===== src/csxr_defs.vh =====
/*
  csxr_defs.vh: index map, field positions, reset values and lock key for
  the cursor and system extension register bank.
  assumes: included by its bare name from the bank's design files.
*/
`ifndef CSXR_DEFS_VH
`define CSXR_DEFS_VH

// ----------------------------------------------------------------------
// register indices on the index/data port
// ----------------------------------------------------------------------
`define CSXR_IDX_LOCK       8'h39
`define CSXR_IDX_CMODE      8'h45
`define CSXR_IDX_ORGX_H     8'h46
`define CSXR_IDX_ORGX_L     8'h47
`define CSXR_IDX_ORGY_H     8'h48
`define CSXR_IDX_ORGY_L     8'h49
`define CSXR_IDX_FGSTK      8'h4A
`define CSXR_IDX_BGSTK      8'h4B
`define CSXR_IDX_STA_H      8'h4C
`define CSXR_IDX_STA_L      8'h4D
`define CSXR_IDX_PDX        8'h4E
`define CSXR_IDX_PDY        8'h4F
`define CSXR_IDX_SCTL1      8'h50
`define CSXR_IDX_SCTL2      8'h51
`define CSXR_IDX_FWFLG1     8'h52
`define CSXR_IDX_MCTL1      8'h53

// ----------------------------------------------------------------------
// lock key, reset values and last colour stack entry
// ----------------------------------------------------------------------
`define CSXR_KEY_TOP        3'h5
`define CSXR_RST_BYTE       8'h00
`define CSXR_RST_ORG        11'h000
`define CSXR_STK_LAST       2'h2

// ----------------------------------------------------------------------
// writable-bit masks (reserved bits are stored as zero)
// ----------------------------------------------------------------------
`define CSXR_MSK_H3         8'h07
`define CSXR_MSK_H4         8'h0F
`define CSXR_MSK_P6         8'h3F
`define CSXR_MSK_SCTL1      8'hF5
`define CSXR_MSK_SCTL2      8'h3F
`define CSXR_MSK_MCTL1      8'h51

// ----------------------------------------------------------------------
// field positions
// ----------------------------------------------------------------------
`define CSXR_PXL_HI         5
`define CSXR_PXL_LO         4
`define CSXR_GESW_B2        0
`define CSXR_GESW_HI        7
`define CSXR_GESW_LO        6
`define CSXR_BREQ_BIT       2
`define CSXR_DSAD_HI        1
`define CSXR_DSAD_LO        0
`define CSXR_CBAD_HI        3
`define CSXR_CBAD_LO        2
`define CSXR_LSW_HI         5
`define CSXR_LSW_LO         4
`define CSXR_WPB_BIT        0
`define CSXR_MMIO_BIT       4
`define CSXR_SWP_BIT        6

`endif


===== src/csxr_color_stack.v =====
/*
  csxr_color_stack.v: three-entry byte stack for one cursor colour.
  assumes: the owner supplies the shared pointer and a one-cycle write pulse.
*/
`timescale 1ns/100ps
`default_nettype none
`include "csxr_defs.vh"

module csxr_color_stack (
  input  wire        clock_i,
  input  wire        nrst_i,
  input  wire        wr_i,
  input  wire [1:0]  ptr_i,
  input  wire [7:0]  wdata_i,
  output wire [23:0] color_o,
  output reg  [7:0]  rdata_o
);

  reg [7:0] ent_ff [0:2];
  integer   k;

  // ----------------------------------------------------------------------
  // storage; a pointer past the last entry drops the byte
  // ----------------------------------------------------------------------
  always @(posedge clock_i or negedge nrst_i) begin
    if (!nrst_i) begin
      for (k = 0; k < 3; k = k + 1) begin
        ent_ff[k] <= `CSXR_RST_BYTE;
      end
    end else if (wr_i && (ptr_i <= `CSXR_STK_LAST)) begin
      ent_ff[ptr_i] <= wdata_i;
    end
  end

  // registered read of the entry under the pointer
  always @(posedge clock_i or negedge nrst_i) begin
    if (!nrst_i) begin
      rdata_o <= `CSXR_RST_BYTE;
    end else if (ptr_i <= `CSXR_STK_LAST) begin
      rdata_o <= ent_ff[ptr_i];
    end else begin
      rdata_o <= `CSXR_RST_BYTE;
    end
  end

  assign color_o = {ent_ff[2], ent_ff[1], ent_ff[0]};

endmodule // csxr_color_stack
`default_nettype wire


===== src/csxr_lock.v =====
/*
  csxr_lock.v: tracks the register lock key and reports unlock.
  assumes: the lock register write pulse comes from the same clock domain.
*/
`timescale 1ns/100ps
`default_nettype none
`include "csxr_defs.vh"

module csxr_lock (
  input  wire       clock_i,
  input  wire       nrst_i,
  input  wire       wr_i,
  input  wire [7:0] wdata_i,
  output reg  [7:0] key_o,
  output wire       unlocked_o
);

  // ----------------------------------------------------------------------
  // key register; unlocked while the top three bits hold the key
  // ----------------------------------------------------------------------
  always @(posedge clock_i or negedge nrst_i) begin
    if (!nrst_i) begin
      key_o <= `CSXR_RST_BYTE;
    end else if (wr_i) begin
      key_o <= wdata_i;
    end
  end

  assign unlocked_o = (key_o[7:5] == `CSXR_KEY_TOP);

endmodule // csxr_lock
`default_nettype wire


===== src/csxr_bank.v =====
/*
  csxr_bank.v: cursor and system extension register bank behind an
  index/data port pair, with lock key and shared colour stack pointer.
  assumes: index and data strobes are one-cycle pulses on clock_i, issued by
  host-port logic on the same clock; the cursor mode register lives elsewhere
  and only its read strobe leaves here.
  reserved bits are stored as zero; software must still write them as zero.
  a stack read needs one quiet cycle after a stack write or mode read.
*/
`timescale 1ns/100ps
`default_nettype none
`include "csxr_defs.vh"

module csxr_bank (
  input  wire        clock_i,
  input  wire        nrst_i,
  input  wire        idx_wr_i,
  input  wire [7:0]  idx_wdata_i,
  input  wire        data_wr_i,
  input  wire        data_rd_i,
  input  wire [7:0]  data_wdata_i,
  output reg  [7:0]  data_rdata_o,
  output wire [7:0]  index_o,
  output wire        unlocked_o,
  output wire        mode_rd_o,
  input  wire        new_dsad_prog_i,
  input  wire        new_cbad_prog_i,
  input  wire        legacy_width_bit8_i,
  output reg  [10:0] cursor_origin_x_o,
  output reg  [10:0] cursor_origin_y_o,
  output wire [23:0] cursor_fg_color_o,
  output wire [23:0] cursor_bg_color_o,
  output wire [11:0] cursor_storage_start_o,
  output wire [5:0]  cursor_pattern_x_offset_o,
  output wire [5:0]  cursor_pattern_y_offset_o,
  output wire [1:0]  engine_pixel_size_o,
  output wire [2:0]  engine_screen_width_code_o,
  output wire        bus_request_enable_o,
  output wire [1:0]  display_start_ext_bits_o,
  output wire        display_start_ext_valid_o,
  output wire [1:0]  cpu_base_ext_bits_o,
  output wire        cpu_base_ext_valid_o,
  output wire [1:0]  logical_width_ext_bits_o,
  output wire        legacy_width_bit8_o,
  output wire [7:0]  firmware_flag_o,
  output wire        write_mask_enable_o,
  output wire        mapped_io_enable_o,
  output wire        nibble_swap_enable_o
);

  // ----------------------------------------------------------------------
  // state
  // ----------------------------------------------------------------------
  // index and stored bytes; origin bytes wait here
  reg  [7:0]  index_ff;
  reg  [7:0]  orgx_h_ff;
  reg  [7:0]  orgx_l_ff;
  reg  [7:0]  orgy_h_ff;
  reg  [7:0]  orgy_l_ff;
  reg  [7:0]  sta_h_ff;
  reg  [7:0]  sta_l_ff;
  reg  [7:0]  pdx_ff;
  reg  [7:0]  pdy_ff;
  reg  [7:0]  sctl1_ff;
  reg  [7:0]  sctl2_ff;
  reg  [7:0]  fwflg_ff;
  reg  [7:0]  mctl1_ff;
  // shared stack pointer and next values
  reg  [1:0]  ptr_ff;
  reg  [1:0]  nxt_ptr;
  reg  [7:0]  nxt_rdata;
  // key, stack read data and write strobes
  wire [7:0]  key;
  wire [7:0]  fg_rdata;
  wire [7:0]  bg_rdata;
  wire        wr_fg;
  wire        wr_bg;
  wire        wr_lock;

  // decode of protected indices, used by the write path
  // the lock register sits below this range and is never protected
  function prot_hit;
    input [7:0] idx;
    begin
      prot_hit = (idx >= `CSXR_IDX_ORGX_H) && (idx <= `CSXR_IDX_MCTL1);
    end
  endfunction

  // ----------------------------------------------------------------------
  // index register and lock key
  // ----------------------------------------------------------------------
  // index loads on every index strobe, locked or not
  always @(posedge clock_i or negedge nrst_i) begin
    if (!nrst_i) begin
      index_ff <= `CSXR_RST_BYTE;
    end else if (idx_wr_i) begin
      index_ff <= idx_wdata_i;
    end
  end

  // the lock stays reachable so a locked bank can be opened
  assign index_o = index_ff;
  assign wr_lock = data_wr_i && (index_ff == `CSXR_IDX_LOCK);

  // key holder; unlock is a compare on its top bits
  csxr_lock u_lock (
    .clock_i    (clock_i),
    .nrst_i     (nrst_i),
    .wr_i       (wr_lock),
    .wdata_i    (data_wdata_i),
    .key_o      (key),
    .unlocked_o (unlocked_o)
  );

  // mode register read strobe passes out and clears the stack pointer
  // a locked mode read is not taken; the pointer stays put
  assign mode_rd_o = data_rd_i && (index_ff == `CSXR_IDX_CMODE) && unlocked_o;

  // ----------------------------------------------------------------------
  // plain byte registers; locked writes are dropped
  // ----------------------------------------------------------------------
  // one byte per strobe, picked by the index
  always @(posedge clock_i or negedge nrst_i) begin
    if (!nrst_i) begin
      orgx_h_ff <= `CSXR_RST_BYTE;
      orgx_l_ff <= `CSXR_RST_BYTE;
      orgy_h_ff <= `CSXR_RST_BYTE;
      orgy_l_ff <= `CSXR_RST_BYTE;
      sta_h_ff  <= `CSXR_RST_BYTE;
      sta_l_ff  <= `CSXR_RST_BYTE;
      pdx_ff    <= `CSXR_RST_BYTE;
      pdy_ff    <= `CSXR_RST_BYTE;
      sctl1_ff  <= `CSXR_RST_BYTE;
      sctl2_ff  <= `CSXR_RST_BYTE;
      fwflg_ff  <= `CSXR_RST_BYTE;
      mctl1_ff  <= `CSXR_RST_BYTE;
    end else if (data_wr_i && unlocked_o && prot_hit(index_ff)) begin
      // reserved bits are masked off so they read back as zero
      case (index_ff)
        `CSXR_IDX_ORGX_H: begin
          orgx_h_ff <= data_wdata_i & `CSXR_MSK_H3;
        end
        `CSXR_IDX_ORGX_L: begin
          orgx_l_ff <= data_wdata_i;
        end
        `CSXR_IDX_ORGY_H: begin
          orgy_h_ff <= data_wdata_i & `CSXR_MSK_H3;
        end
        `CSXR_IDX_ORGY_L: begin
          orgy_l_ff <= data_wdata_i;
        end
        `CSXR_IDX_STA_H: begin
          sta_h_ff <= data_wdata_i & `CSXR_MSK_H4;
        end
        `CSXR_IDX_STA_L: begin
          sta_l_ff <= data_wdata_i;
        end
        `CSXR_IDX_PDX: begin
          pdx_ff <= data_wdata_i & `CSXR_MSK_P6;
        end
        `CSXR_IDX_PDY: begin
          pdy_ff <= data_wdata_i & `CSXR_MSK_P6;
        end
        `CSXR_IDX_SCTL1: begin
          sctl1_ff <= data_wdata_i & `CSXR_MSK_SCTL1;
        end
        `CSXR_IDX_SCTL2: begin
          sctl2_ff <= data_wdata_i & `CSXR_MSK_SCTL2;
        end
        `CSXR_IDX_FWFLG1: begin
          fwflg_ff <= data_wdata_i;
        end
        `CSXR_IDX_MCTL1: begin
          mctl1_ff <= data_wdata_i & `CSXR_MSK_MCTL1;
        end
        default: begin
          // reached inside the range only by the stack indices 0x4A and 0x4B; nothing changes
          fwflg_ff <= fwflg_ff;
        end
      endcase
    end
  end

  // ----------------------------------------------------------------------
  // working cursor position, loaded as one unit
  // ----------------------------------------------------------------------
  // x and y move together so the cursor never shows half-updated
  // pending bytes alone never move the cursor
  // y high comes from the bus; its flop updates on this edge
  always @(posedge clock_i or negedge nrst_i) begin
    if (!nrst_i) begin
      cursor_origin_x_o <= `CSXR_RST_ORG;
      cursor_origin_y_o <= `CSXR_RST_ORG;
    end else if (data_wr_i && unlocked_o && (index_ff == `CSXR_IDX_ORGY_H)) begin
      cursor_origin_x_o <= {orgx_h_ff[2:0], orgx_l_ff};
      cursor_origin_y_o <= {data_wdata_i[2:0], orgy_l_ff};
    end
  end

  // ----------------------------------------------------------------------
  // colour stacks and their shared pointer
  // ----------------------------------------------------------------------
  // one write strobe per stack, only while unlocked
  assign wr_fg = data_wr_i && unlocked_o && (index_ff == `CSXR_IDX_FGSTK);
  assign wr_bg = data_wr_i && unlocked_o && (index_ff == `CSXR_IDX_BGSTK);

  // a mode read in the same cycle as a stack write leaves the pointer at 0
  // past the last entry the pointer sticks; writes drop
  always @* begin
    nxt_ptr = ptr_ff;
    if (mode_rd_o) begin
      nxt_ptr = 2'h0;
    end else if ((wr_fg || wr_bg) && (ptr_ff <= `CSXR_STK_LAST)) begin
      nxt_ptr = ptr_ff + 2'h1;
    end
  end

  // pointer register
  always @(posedge clock_i or negedge nrst_i) begin
    if (!nrst_i) begin
      ptr_ff <= 2'h0;
    end else begin
      ptr_ff <= nxt_ptr;
    end
  end

  // foreground entries fill 0, 1, 2 in write order
  csxr_color_stack u_fg (
    .clock_i (clock_i),
    .nrst_i  (nrst_i),
    .wr_i    (wr_fg),
    .ptr_i   (ptr_ff),
    .wdata_i (data_wdata_i),
    .color_o (cursor_fg_color_o),
    .rdata_o (fg_rdata)
  );

  // background stack shares the pointer
  csxr_color_stack u_bg (
    .clock_i (clock_i),
    .nrst_i  (nrst_i),
    .wr_i    (wr_bg),
    .ptr_i   (ptr_ff),
    .wdata_i (data_wdata_i),
    .color_o (cursor_bg_color_o),
    .rdata_o (bg_rdata)
  );

  // ----------------------------------------------------------------------
  // read path: data registered on the read strobe
  // ----------------------------------------------------------------------
  // the lock always reads back; a locked bank reads zero
  // stack data is one edge old, hence the quiet cycle
  always @* begin
    nxt_rdata = `CSXR_RST_BYTE;
    if (index_ff == `CSXR_IDX_LOCK) begin
      nxt_rdata = key;
    end else if (unlocked_o) begin
      case (index_ff)
        `CSXR_IDX_ORGX_H: nxt_rdata = orgx_h_ff;
        `CSXR_IDX_ORGX_L: nxt_rdata = orgx_l_ff;
        `CSXR_IDX_ORGY_H: nxt_rdata = orgy_h_ff;
        `CSXR_IDX_ORGY_L: nxt_rdata = orgy_l_ff;
        `CSXR_IDX_FGSTK:  nxt_rdata = fg_rdata;
        `CSXR_IDX_BGSTK:  nxt_rdata = bg_rdata;
        `CSXR_IDX_STA_H:  nxt_rdata = sta_h_ff;
        `CSXR_IDX_STA_L:  nxt_rdata = sta_l_ff;
        `CSXR_IDX_PDX:    nxt_rdata = pdx_ff;
        `CSXR_IDX_PDY:    nxt_rdata = pdy_ff;
        `CSXR_IDX_SCTL1:  nxt_rdata = sctl1_ff;
        `CSXR_IDX_SCTL2:  nxt_rdata = sctl2_ff;
        `CSXR_IDX_FWFLG1: nxt_rdata = fwflg_ff;
        `CSXR_IDX_MCTL1:  nxt_rdata = mctl1_ff;
        default:          nxt_rdata = `CSXR_RST_BYTE;
      endcase
    end
  end

  // read data holds until the next read strobe
  always @(posedge clock_i or negedge nrst_i) begin
    if (!nrst_i) begin
      data_rdata_o <= `CSXR_RST_BYTE;
    end else if (data_rd_i) begin
      data_rdata_o <= nxt_rdata;
    end
  end

  // ----------------------------------------------------------------------
  // fields to the consuming logic
  // ----------------------------------------------------------------------
  // plain fields straight from the stored bytes
  assign cursor_storage_start_o     = {sta_h_ff[3:0], sta_l_ff};
  assign cursor_pattern_x_offset_o  = pdx_ff[5:0];
  assign cursor_pattern_y_offset_o  = pdy_ff[5:0];
  assign engine_pixel_size_o        = sctl1_ff[`CSXR_PXL_HI:`CSXR_PXL_LO];
  // width code takes its top bit from bit 0
  assign engine_screen_width_code_o = {sctl1_ff[`CSXR_GESW_B2],
                                       sctl1_ff[`CSXR_GESW_HI:`CSXR_GESW_LO]};
  // bus request enable only passes through
  assign bus_request_enable_o       = sctl1_ff[`CSXR_BREQ_BIT];
  assign display_start_ext_bits_o   = sctl2_ff[`CSXR_DSAD_HI:`CSXR_DSAD_LO];
  // legacy base bits count only while newer bits are unused
  assign display_start_ext_valid_o  = ~new_dsad_prog_i;
  assign cpu_base_ext_bits_o        = sctl2_ff[`CSXR_CBAD_HI:`CSXR_CBAD_LO];
  assign cpu_base_ext_valid_o       = ~new_cbad_prog_i;
  assign logical_width_ext_bits_o   = sctl2_ff[`CSXR_LSW_HI:`CSXR_LSW_LO];
  // legacy bit 8 only counts while the new width bits are zero
  assign legacy_width_bit8_o        = legacy_width_bit8_i &
                                      (logical_width_ext_bits_o == 2'h0);
  // firmware flag byte is scratch for boot code
  assign firmware_flag_o            = fwflg_ff;
  // memory control bits leave as levels
  assign write_mask_enable_o        = mctl1_ff[`CSXR_WPB_BIT];
  assign mapped_io_enable_o         = mctl1_ff[`CSXR_MMIO_BIT];
  assign nibble_swap_enable_o       = mctl1_ff[`CSXR_SWP_BIT];

endmodule // csxr_bank
`default_nettype wire


===== config.mk =====
export PLATFORM = sky130hd
export DESIGN_NAME = csxr_bank
export DESIGN_NICKNAME = d
export VERILOG_FILES = /design/src/csxr_color_stack.v /design/src/csxr_lock.v /design/src/csxr_bank.v
export VERILOG_INCLUDE_DIRS = /design/src
export SDC_FILE = /design/constraint.sdc
export NUM_CORES = 1
export LEC_CHECK = 0
export BUFFER_PORTS_ARGS = -buffer_cell sky130_fd_sc_hd__buf_2
export CAP_MARGIN = 25
export CORE_ASPECT_RATIO = 1.2
export CORE_MARGIN = 1.5
export CORE_UTILIZATION = 50
export CTS_CLUSTER_SIZE = 25
export DETAILED_ROUTE_END_ITERATION = 10
export HOLD_SLACK_MARGIN = 0.05
export MAX_ROUTING_LAYER = met4
export PLACE_DENSITY = 0.76
export SETUP_SLACK_MARGIN = 0.1
export SYNTH_ARGS = -nofsm -noshare
export SYNTH_HDL_FRONTEND = slang
export SYNTH_SLANG_ARGS = --single-unit

===== constraint.sdc =====
create_clock -name clock_i -period 2.1 [get_ports clock_i]
set_input_delay 0.42 -clock clock_i [delete_from_list [all_inputs] [get_ports clock_i]]
set_output_delay 0.42 -clock clock_i [all_outputs]
set_load 0.05 [all_outputs]

==> results of run 1 <==
[placed cells by master (no fill, tap or decap), types with 3 or more instances in the layout]
cell type   instances
nand2_8             8
inv_1               8
a31oi_1             5
nand2_4             5
mux2_4             92
nand2_1             8
o21ai_2             4
nand3_1             9
a21oi_1            21
nand2_2             4
mux2i_1            28
dfrtp_1           171
dfrtp_2            10
clkinvlp_4          5
buf_8               3
a22oi_2             3
nor2_1             40
nand3_4             3
and3_4              3
nand2b_1            3
o21ai_0             3
buf_12             11
nand3b_1            3
buf_6              24
nor3_4              7
inv_6               5
and3_1              3
nand4_1             5
buf_2             159
ha_1                4
nor4_4              3
mux2_2             69
clkbuf_16          17
buf_4              59
nor2b_1            10
o21ai_1             3
[Yosys cell counts (all sizes together) (5+ instances only)]
cell,count
nand4,5
nand3,14
nor2b,11
nand2,25
dfrtp,181
o21ai,10
clkbuf,27
a31oi,6
inv,8
nor3b,5
nor2,44
mux2,161
mux2i,28
buf,16
a22oi,5
a21oi,22
nor3,8
and3,6
[layer usage]
layer | up-vias | track usage [%]
met5 | - | -
met3 | 63 | 5.52
met4 | 0 | 14.2
met2 | 193 | 51.5
met1 | 3263 | 37.1
li1 | 2787 | -
[final cells by class]
cell class	instances	area, sq um	share of cell area, %
Sequential cell	181	4540	39.0
Multi-Input combinational cell	411	4420	38.0
Timing Repair Buffer	257	1780	15.3
Clock buffer	17	425	3.66
Tap cell	212	265	2.28
Clock inverter	15	170	1.46
Inverter	8	30.0	0.258
[worst max-delay path, cell delays in order, from the launching register on]
cell and delay [ps]:
dfrtp_2 430, nor4b_4 290, buf_6 170, nand2_8 50
nor3_4 210, buf_6 200
[sequential cells by signal, indices dropped and copies added (netlist names), 3 cells and up]
name and flops:
u_fg.color_o 24, sta_h_ff 4, orgy_l_ff 8, orgy_h_ff 3, sctl2_ff 6, pdy_ff 6
data_rdata_o 8, mctl1_ff 3, pdx_ff 6, firmware_flag_o 8, index_o 8, orgx_l_ff 8
sta_l_ff 8, u_bg.color_o 24, cursor_origin_x_o 11, cursor_origin_y_o 11, u_lock.key_o 8, orgx_h_ff 3
u_fg.rdata_o 8, sctl1_ff 6, u_bg.rdata_o 8
[per-stage QoR]
step	std cells	instance area, sq um	hold slack [ps]	setup TNS [ps]	utilization, %
6_report	1101	11600	218	-261	71.5
2_1_floorplan	643	8540	124	-294	-
4_1_cts	1098	11200	206	-3840	68.7
3_3_place_gp	1038	9990	465	-64.8	61.4
3_5_place_dp	1038	9990	475	-1560	61.4
5_1_grt	1101	11600	208	-1740	71.5
[worst max path at each step]
| stage | from | to | slack (ps) | depth (start not counted) |
|---|---|---|---|---|
| floorplan | index_o[4]$_DFFE_PN0P_ | sta_l_ff[6]$_DFFE_PN0P_ | -60 | 6 |
| global placement | index_o[5]$_DFFE_PN0P_ | u_fg.color_o[6]$_DFFE_PN0P_ | -20 | 6 |
| detailed placement | index_o[5]$_DFFE_PN0P_ | u_fg.color_o[6]$_DFFE_PN0P_ | -120 | 6 |
| CTS | index_o[7]$_DFFE_PN0P_ | mode_rd_o | -240 | 5 |
| global route | index_o[7]$_DFFE_PN0P_ | mode_rd_o | -180 | 5 |
| finish | index_o[7]$_DFFE_PN0P_ | mode_rd_o | -110 | 5 |
[cell families (layout without fill, tap and decap cells)]
group           Yosys count  count (layout)
xor+xnor                  1               1
fa+ha+maj                 4               4
simple gates            142             142
mux                     191             191
compound gates           73              73
flops                   181             181
buf+inv                  51             297
[power groups by stage]
stage | registers, mW | clock network [mW] | logic [mW]
after CTS | 3.55 | 3.25 | 0.725
after global placement | 3.63 | 0 | 0.630
after floorplan | 3.67 | 0 | 0.260
final | 3.55 | 3.22 | 0.781
after global routing | 3.55 | 3.41 | 0.818
after detailed placement | 3.63 | 0 | 0.638
[timing repair]
item / CTS / global route
endpoints found under the setup margin: 124 / 146
gates resized for setup: 95 / 100
pin swaps: 18 / 20
gates cloned: 2 / 0
endpoints found under the hold margin: 62 / 0
hold buffers: 1 / 0
setup buffers: 25 / 9
==> qor.yml, run 1 <==
antenna_found_initial: 0
grt_max_degree: 67
io_pins: 162
h-tree-depth: 4
grt_overflow: 0
finalHoldViolCount: 0
synth-simple-area-share_pct: 10.8
via_per_inst: 5.73
ys_warn_count: 0
startpoint_type: "flip-flop"
drive_gt1_share_pct: 60.5
critPathArrivalTime_ps: 1790
top_layer_used: "met4"
outcome: "finished with violations"
num_vias: 6306
dp_hpwl_mm: 17.6
drc: 0
p_int_mw: 5.59
fin_ws_ps: -114
async_flop_share_pct: 100
grt_usage_pct: 31.0
wl_met1_mm: 10.5
fin_crit_sh_pct: 105
fin_crit_ps: 2210
maxCapViolCount: 0
power.share.switching_pct: 25.9
hp-start: "idx_wdata_i[6]"
place.gp.congestion: 0.916
rsz0062_at_grt: "true"
tritoncts.num_buffers: 17
synth_area_leaders: "dfrtp_1 (54%), mux2_2 (20%), mux2i_1 (3.4%), mux2_1 (2.0%), nor2_1 (2.0%)"
p_clk_share_pct: 42.6
r2r-end: "orgx_l_ff[2]$_DFFE_PN0P_"
syn_area_per_cell_sq_um: 13.0
hp-class: "in2reg"
clock_path_buffers: 2
r2r_start: "index_o[7]$_DFFE_PN0P_"
core-area_sq_um: 16300
power_per_cell_area_nw_per_um2: 649
nFillCells: 1084
cts_sinks: 181
fp-row-count: 51
drt-pass1-iter-count: 4
rrSetupSlack_ps: -30
diodes: 0
whs_endpoint: "index_o[6]$_DFFE_PN0P_"
yosys_most_used_dff: "dfrtp_1"
violations: "setup timing"
clockRootBuffer: "clkbuf_16"
wl_mm: 26.1
port_buffers: 161
hold_depth: 2
synth-compound-area-share_pct: 5.89
synth_edf_count: 0
yosysTopAreaCell: "dfrtp_1"
start_util_pct: 51.3
antenna_left: 0
drt_iter0_drc: 339
setup_violations: 9
rr_worst_depth: 7
final_nets: 904
cts_tree: "yes"
die_w_um: 121
dr_wl_met2_mm: 13.4
detail_route.wl_per_cell_um: 23.7
synth_xor_area_share_pct: 0.105
grt_pass1_wl_mm: 38.9
power.switching_mw: 1.96
p_seq_share_pct: 47.0
ys_types: 66
dr_wl_met3_mm: 1.19
post-place-ws_ps: -121
finClkSkew_ps: 10.6
synth_top_family_by_area: "multiplexers"
fp.dieH_um: 145
grt_pass1_vias: 6671
syn_inst: 643
p_comb_share_pct: 10.3
critPathMaxFanout: 2
clk_pin_slew_worst_paths_ps: 70
synth_top_area_share_pct: 54.2
irDropWorstVdd_mv: 0.465
slew_headroom_pct: 55.1
worstSetupPathType: "reg2out"
endpoint_kind: "output port"
worst_slew_pin_slew_ps: 673
cp.required_ps: 1680
p_leak_nw: 6.02
flow.area_growth_from_synthesis_pct: 39.3
netlist_area_sq_um: 8350
finalMaxSlewViolations: 0
die_area_sq_um: 17500
synth_fa_ha_area_share_pct: 0.599
insertion_delay_ps: 440
ys_seq_elements: 181
ys_seq_area_share_pct: 54.2
synthMuxAreaShare_pct: 25.6
synth_nets: 671
max_freq_ghz: 0.452
totalPowerFinal_mw: 7.55
(Power assumes the default switching activity.)
==> run 2, diff against run 1 <==
--- a/config.mk
+++ b/config.mk
@@ -15,7 +15,7 @@
 export DETAILED_ROUTE_END_ITERATION = 10
 export HOLD_SLACK_MARGIN = 0.05
 export MAX_ROUTING_LAYER = met4
-export PLACE_DENSITY = 0.76
+export PLACE_DENSITY = 0.73
 export SETUP_SLACK_MARGIN = 0.1
 export SYNTH_ARGS = -nofsm -noshare
 export SYNTH_HDL_FRONTEND = slang
==> constraint.sdc (replaced) <==
create_clock -name clock_i -period 2.2 [get_ports clock_i]
set_input_delay 0.44 -clock clock_i [delete_from_list [all_inputs] [get_ports clock_i]]
set_output_delay 0.44 -clock clock_i [all_outputs]
set_load 0.05 [all_outputs]
==> qor.yml, run 2 (synthesis results as in run 1) <==
startpoint_type: "flip-flop"
critPathArrivalTime_ps: 1740
slowest_stage: "dfrtp_2"
num_vias: 6170
clock_path_buffers: 2
worstSetupPathType: "reg2out"
antenna_left: 0
path_cells: "nor4b_4, buf_6, nand2_4, nor3_4, buf_6"
drc: 0
antenna_found_initial: 0
hp-class: "in2reg"
fin_setup_tns_ps: 0
core-area_sq_um: 16300
grt_max_degree: 59
p_leak_nw: 5.65
grt_overflow: 0
io_pins: 162
finalMaxSlewViolations: 0
port_buffers: 161
fin_crit_ps: 2180
finClkSkew_ps: 11.0
worst_slew_pin_slew_ps: 518
diodes: 0
power_per_cell_area_nw_per_um2: 659
fin_crit_sh_pct: 99.3
fp.dieH_um: 145
drt-pass1-iter-count: 5
insertion_delay_ps: 440
start_util_pct: 51.3
clockRootBuffer: "clkbuf_16"
grt_pass1_vias: 6319
clk_pin_slew_worst_paths_ps: 70
wl_mm: 24.8
grt_usage_pct: 30.4
final_common_cell: "dfrtp_1"
irDropWorstVdd_mv: 0.544
cts_sinks: 181
flow.area_growth_from_synthesis_pct: 27.7
h-tree-depth: 4
drt_iter0_drc: 289
endpoint_kind: "output port"
rsz0062_at_grt: "true"
via_per_inst: 5.73
dp_hpwl_mm: 17.6
detail_route.wl_per_cell_um: 23.0
maxCapViolCount: 0
critPathMaxFanout: 2
max_stage_delay_ps: 430
grt_pass1_wl_mm: 38.0
die_area_sq_um: 17500
cts_tree: "yes"
place.gp.congestion: 0.871
layout_common_cells: "dfrtp_1 (173), buf_2 (160), mux2_2 (144), buf_4 (55), nor2_1 (43)"
die_w_um: 121
fp-row-count: 51
path_common_cell: "buf_6"
finalHoldViolCount: 0
drive_gt1_share_pct: 54.1
slew_headroom_pct: 65.5
final_nets: 879
setup_violations: 0
finalCoreUtilization_pct: 65.6
max_freq_ghz: 0.458
outcome: "finished clean"
tritoncts.num_buffers: 17
cp.required_ps: 1760
## run 2: cell types whose count changed in the layout (fill, tap and decap cells not counted), moves of 4 or more
cell     delta
mux2_1     +14
nand2_4     +4
o21ai_0     +6
buf_4       -4
o21ai_2     -4
nand2_1     +6
nand2_8     -8
buf_6      -19
mux2_2     +75
mux2_4     -89
## run 2: layout make-up
cell class	instances	area (sq um)
Sequential cell	181	4540
Multi-Input combinational cell	412	3780
Timing Repair Buffer	231	1480
Fill cell	1271	5600
Clock buffer	19	433
Inverter	8	30.0
Tap cell	212	265
Clock inverter	13	146
## run 2: path summary, 6_finish.rpt
check | from | to | slack [ps] | depth (start not counted)
max in group asynchronous | nrst_i | u_bg.rdata_o[0]$_DFF_PN0_ | 1060 | 3
min | idx_wdata_i[4] | index_o[4]$_DFFE_PN0P_ | 240 | 2
max reg2reg | index_o[6]$_DFFE_PN0P_ | data_rdata_o[2]$_DFFE_PN0P_ | 50 | 9
min in group asynchronous | nrst_i | pdx_ff[2]$_DFFE_PN0P_ | 470 | 2
max | index_o[5]$_DFFE_PN0P_ | mode_rd_o | 20 | 5
min reg2reg | cursor_origin_x_o[2]$_DFFE_PN0P_ | cursor_origin_x_o[2]$_DFFE_PN0P_ | 480 | 1
## run 2: stage by stage
step                      power (mW)  hold slack (ps)  setup slack (ps)  instance area, sq um  instances
after CTS                       7.06              230             -38.0                 10500       1067
after global routing            7.24              235             -43.2                 10700       1076
after global placement          4.04              377             -24.3                  9740       1023
after detailed placement        4.05              377             -50.0                  9740       1023
final                           7.03              237              16.1                 10700       1076
after floorplan                 3.74              144              41.7                  8390        643
## run 2: metal layers
metal | track usage, % | part of all wire [%] | vias to the layer above | wire (um)
met3 | 5.72 | 4.6 | 41 | 1140
met4 | 11.4 | 2.6 | 0 | 642
met2 | 50.1 | 51 | 192 | 12500
met5 | - | 0 | - | 0
met1 | 37.6 | 42 | 3183 | 10500
li1 | - | - | 2754 | -
## run 2: critical path: cells and delay by family (launching register included)
family	cells	cell delay (ps)
buffers and inverters	2	340
DFF	1	430
and+or+nand+nor	3	540
## run 2: what timing repair did
| action | 4_1_cts | 5_1_grt |
|---|---|---|
| gates cloned | 0 | 2 |
| pin swaps | 9 | 16 |
| endpoints found under the setup margin | 49 | 121 |
| buffers inserted | 11 | 6 |
| hold endpoints to repair | 33 | 0 |
| gates resized for setup | 21 | 23 |
| hold buffers | 1 | 0 |
## run 2: power by group
| part | switching (mW) | internal [mW] |
|---|---|---|
| registers | 0.0381 | 3.36 |
| logic | 0.420 | 0.228 |
| clock network | 1.39 | 1.60 |
| total | 1.85 | 5.19 |
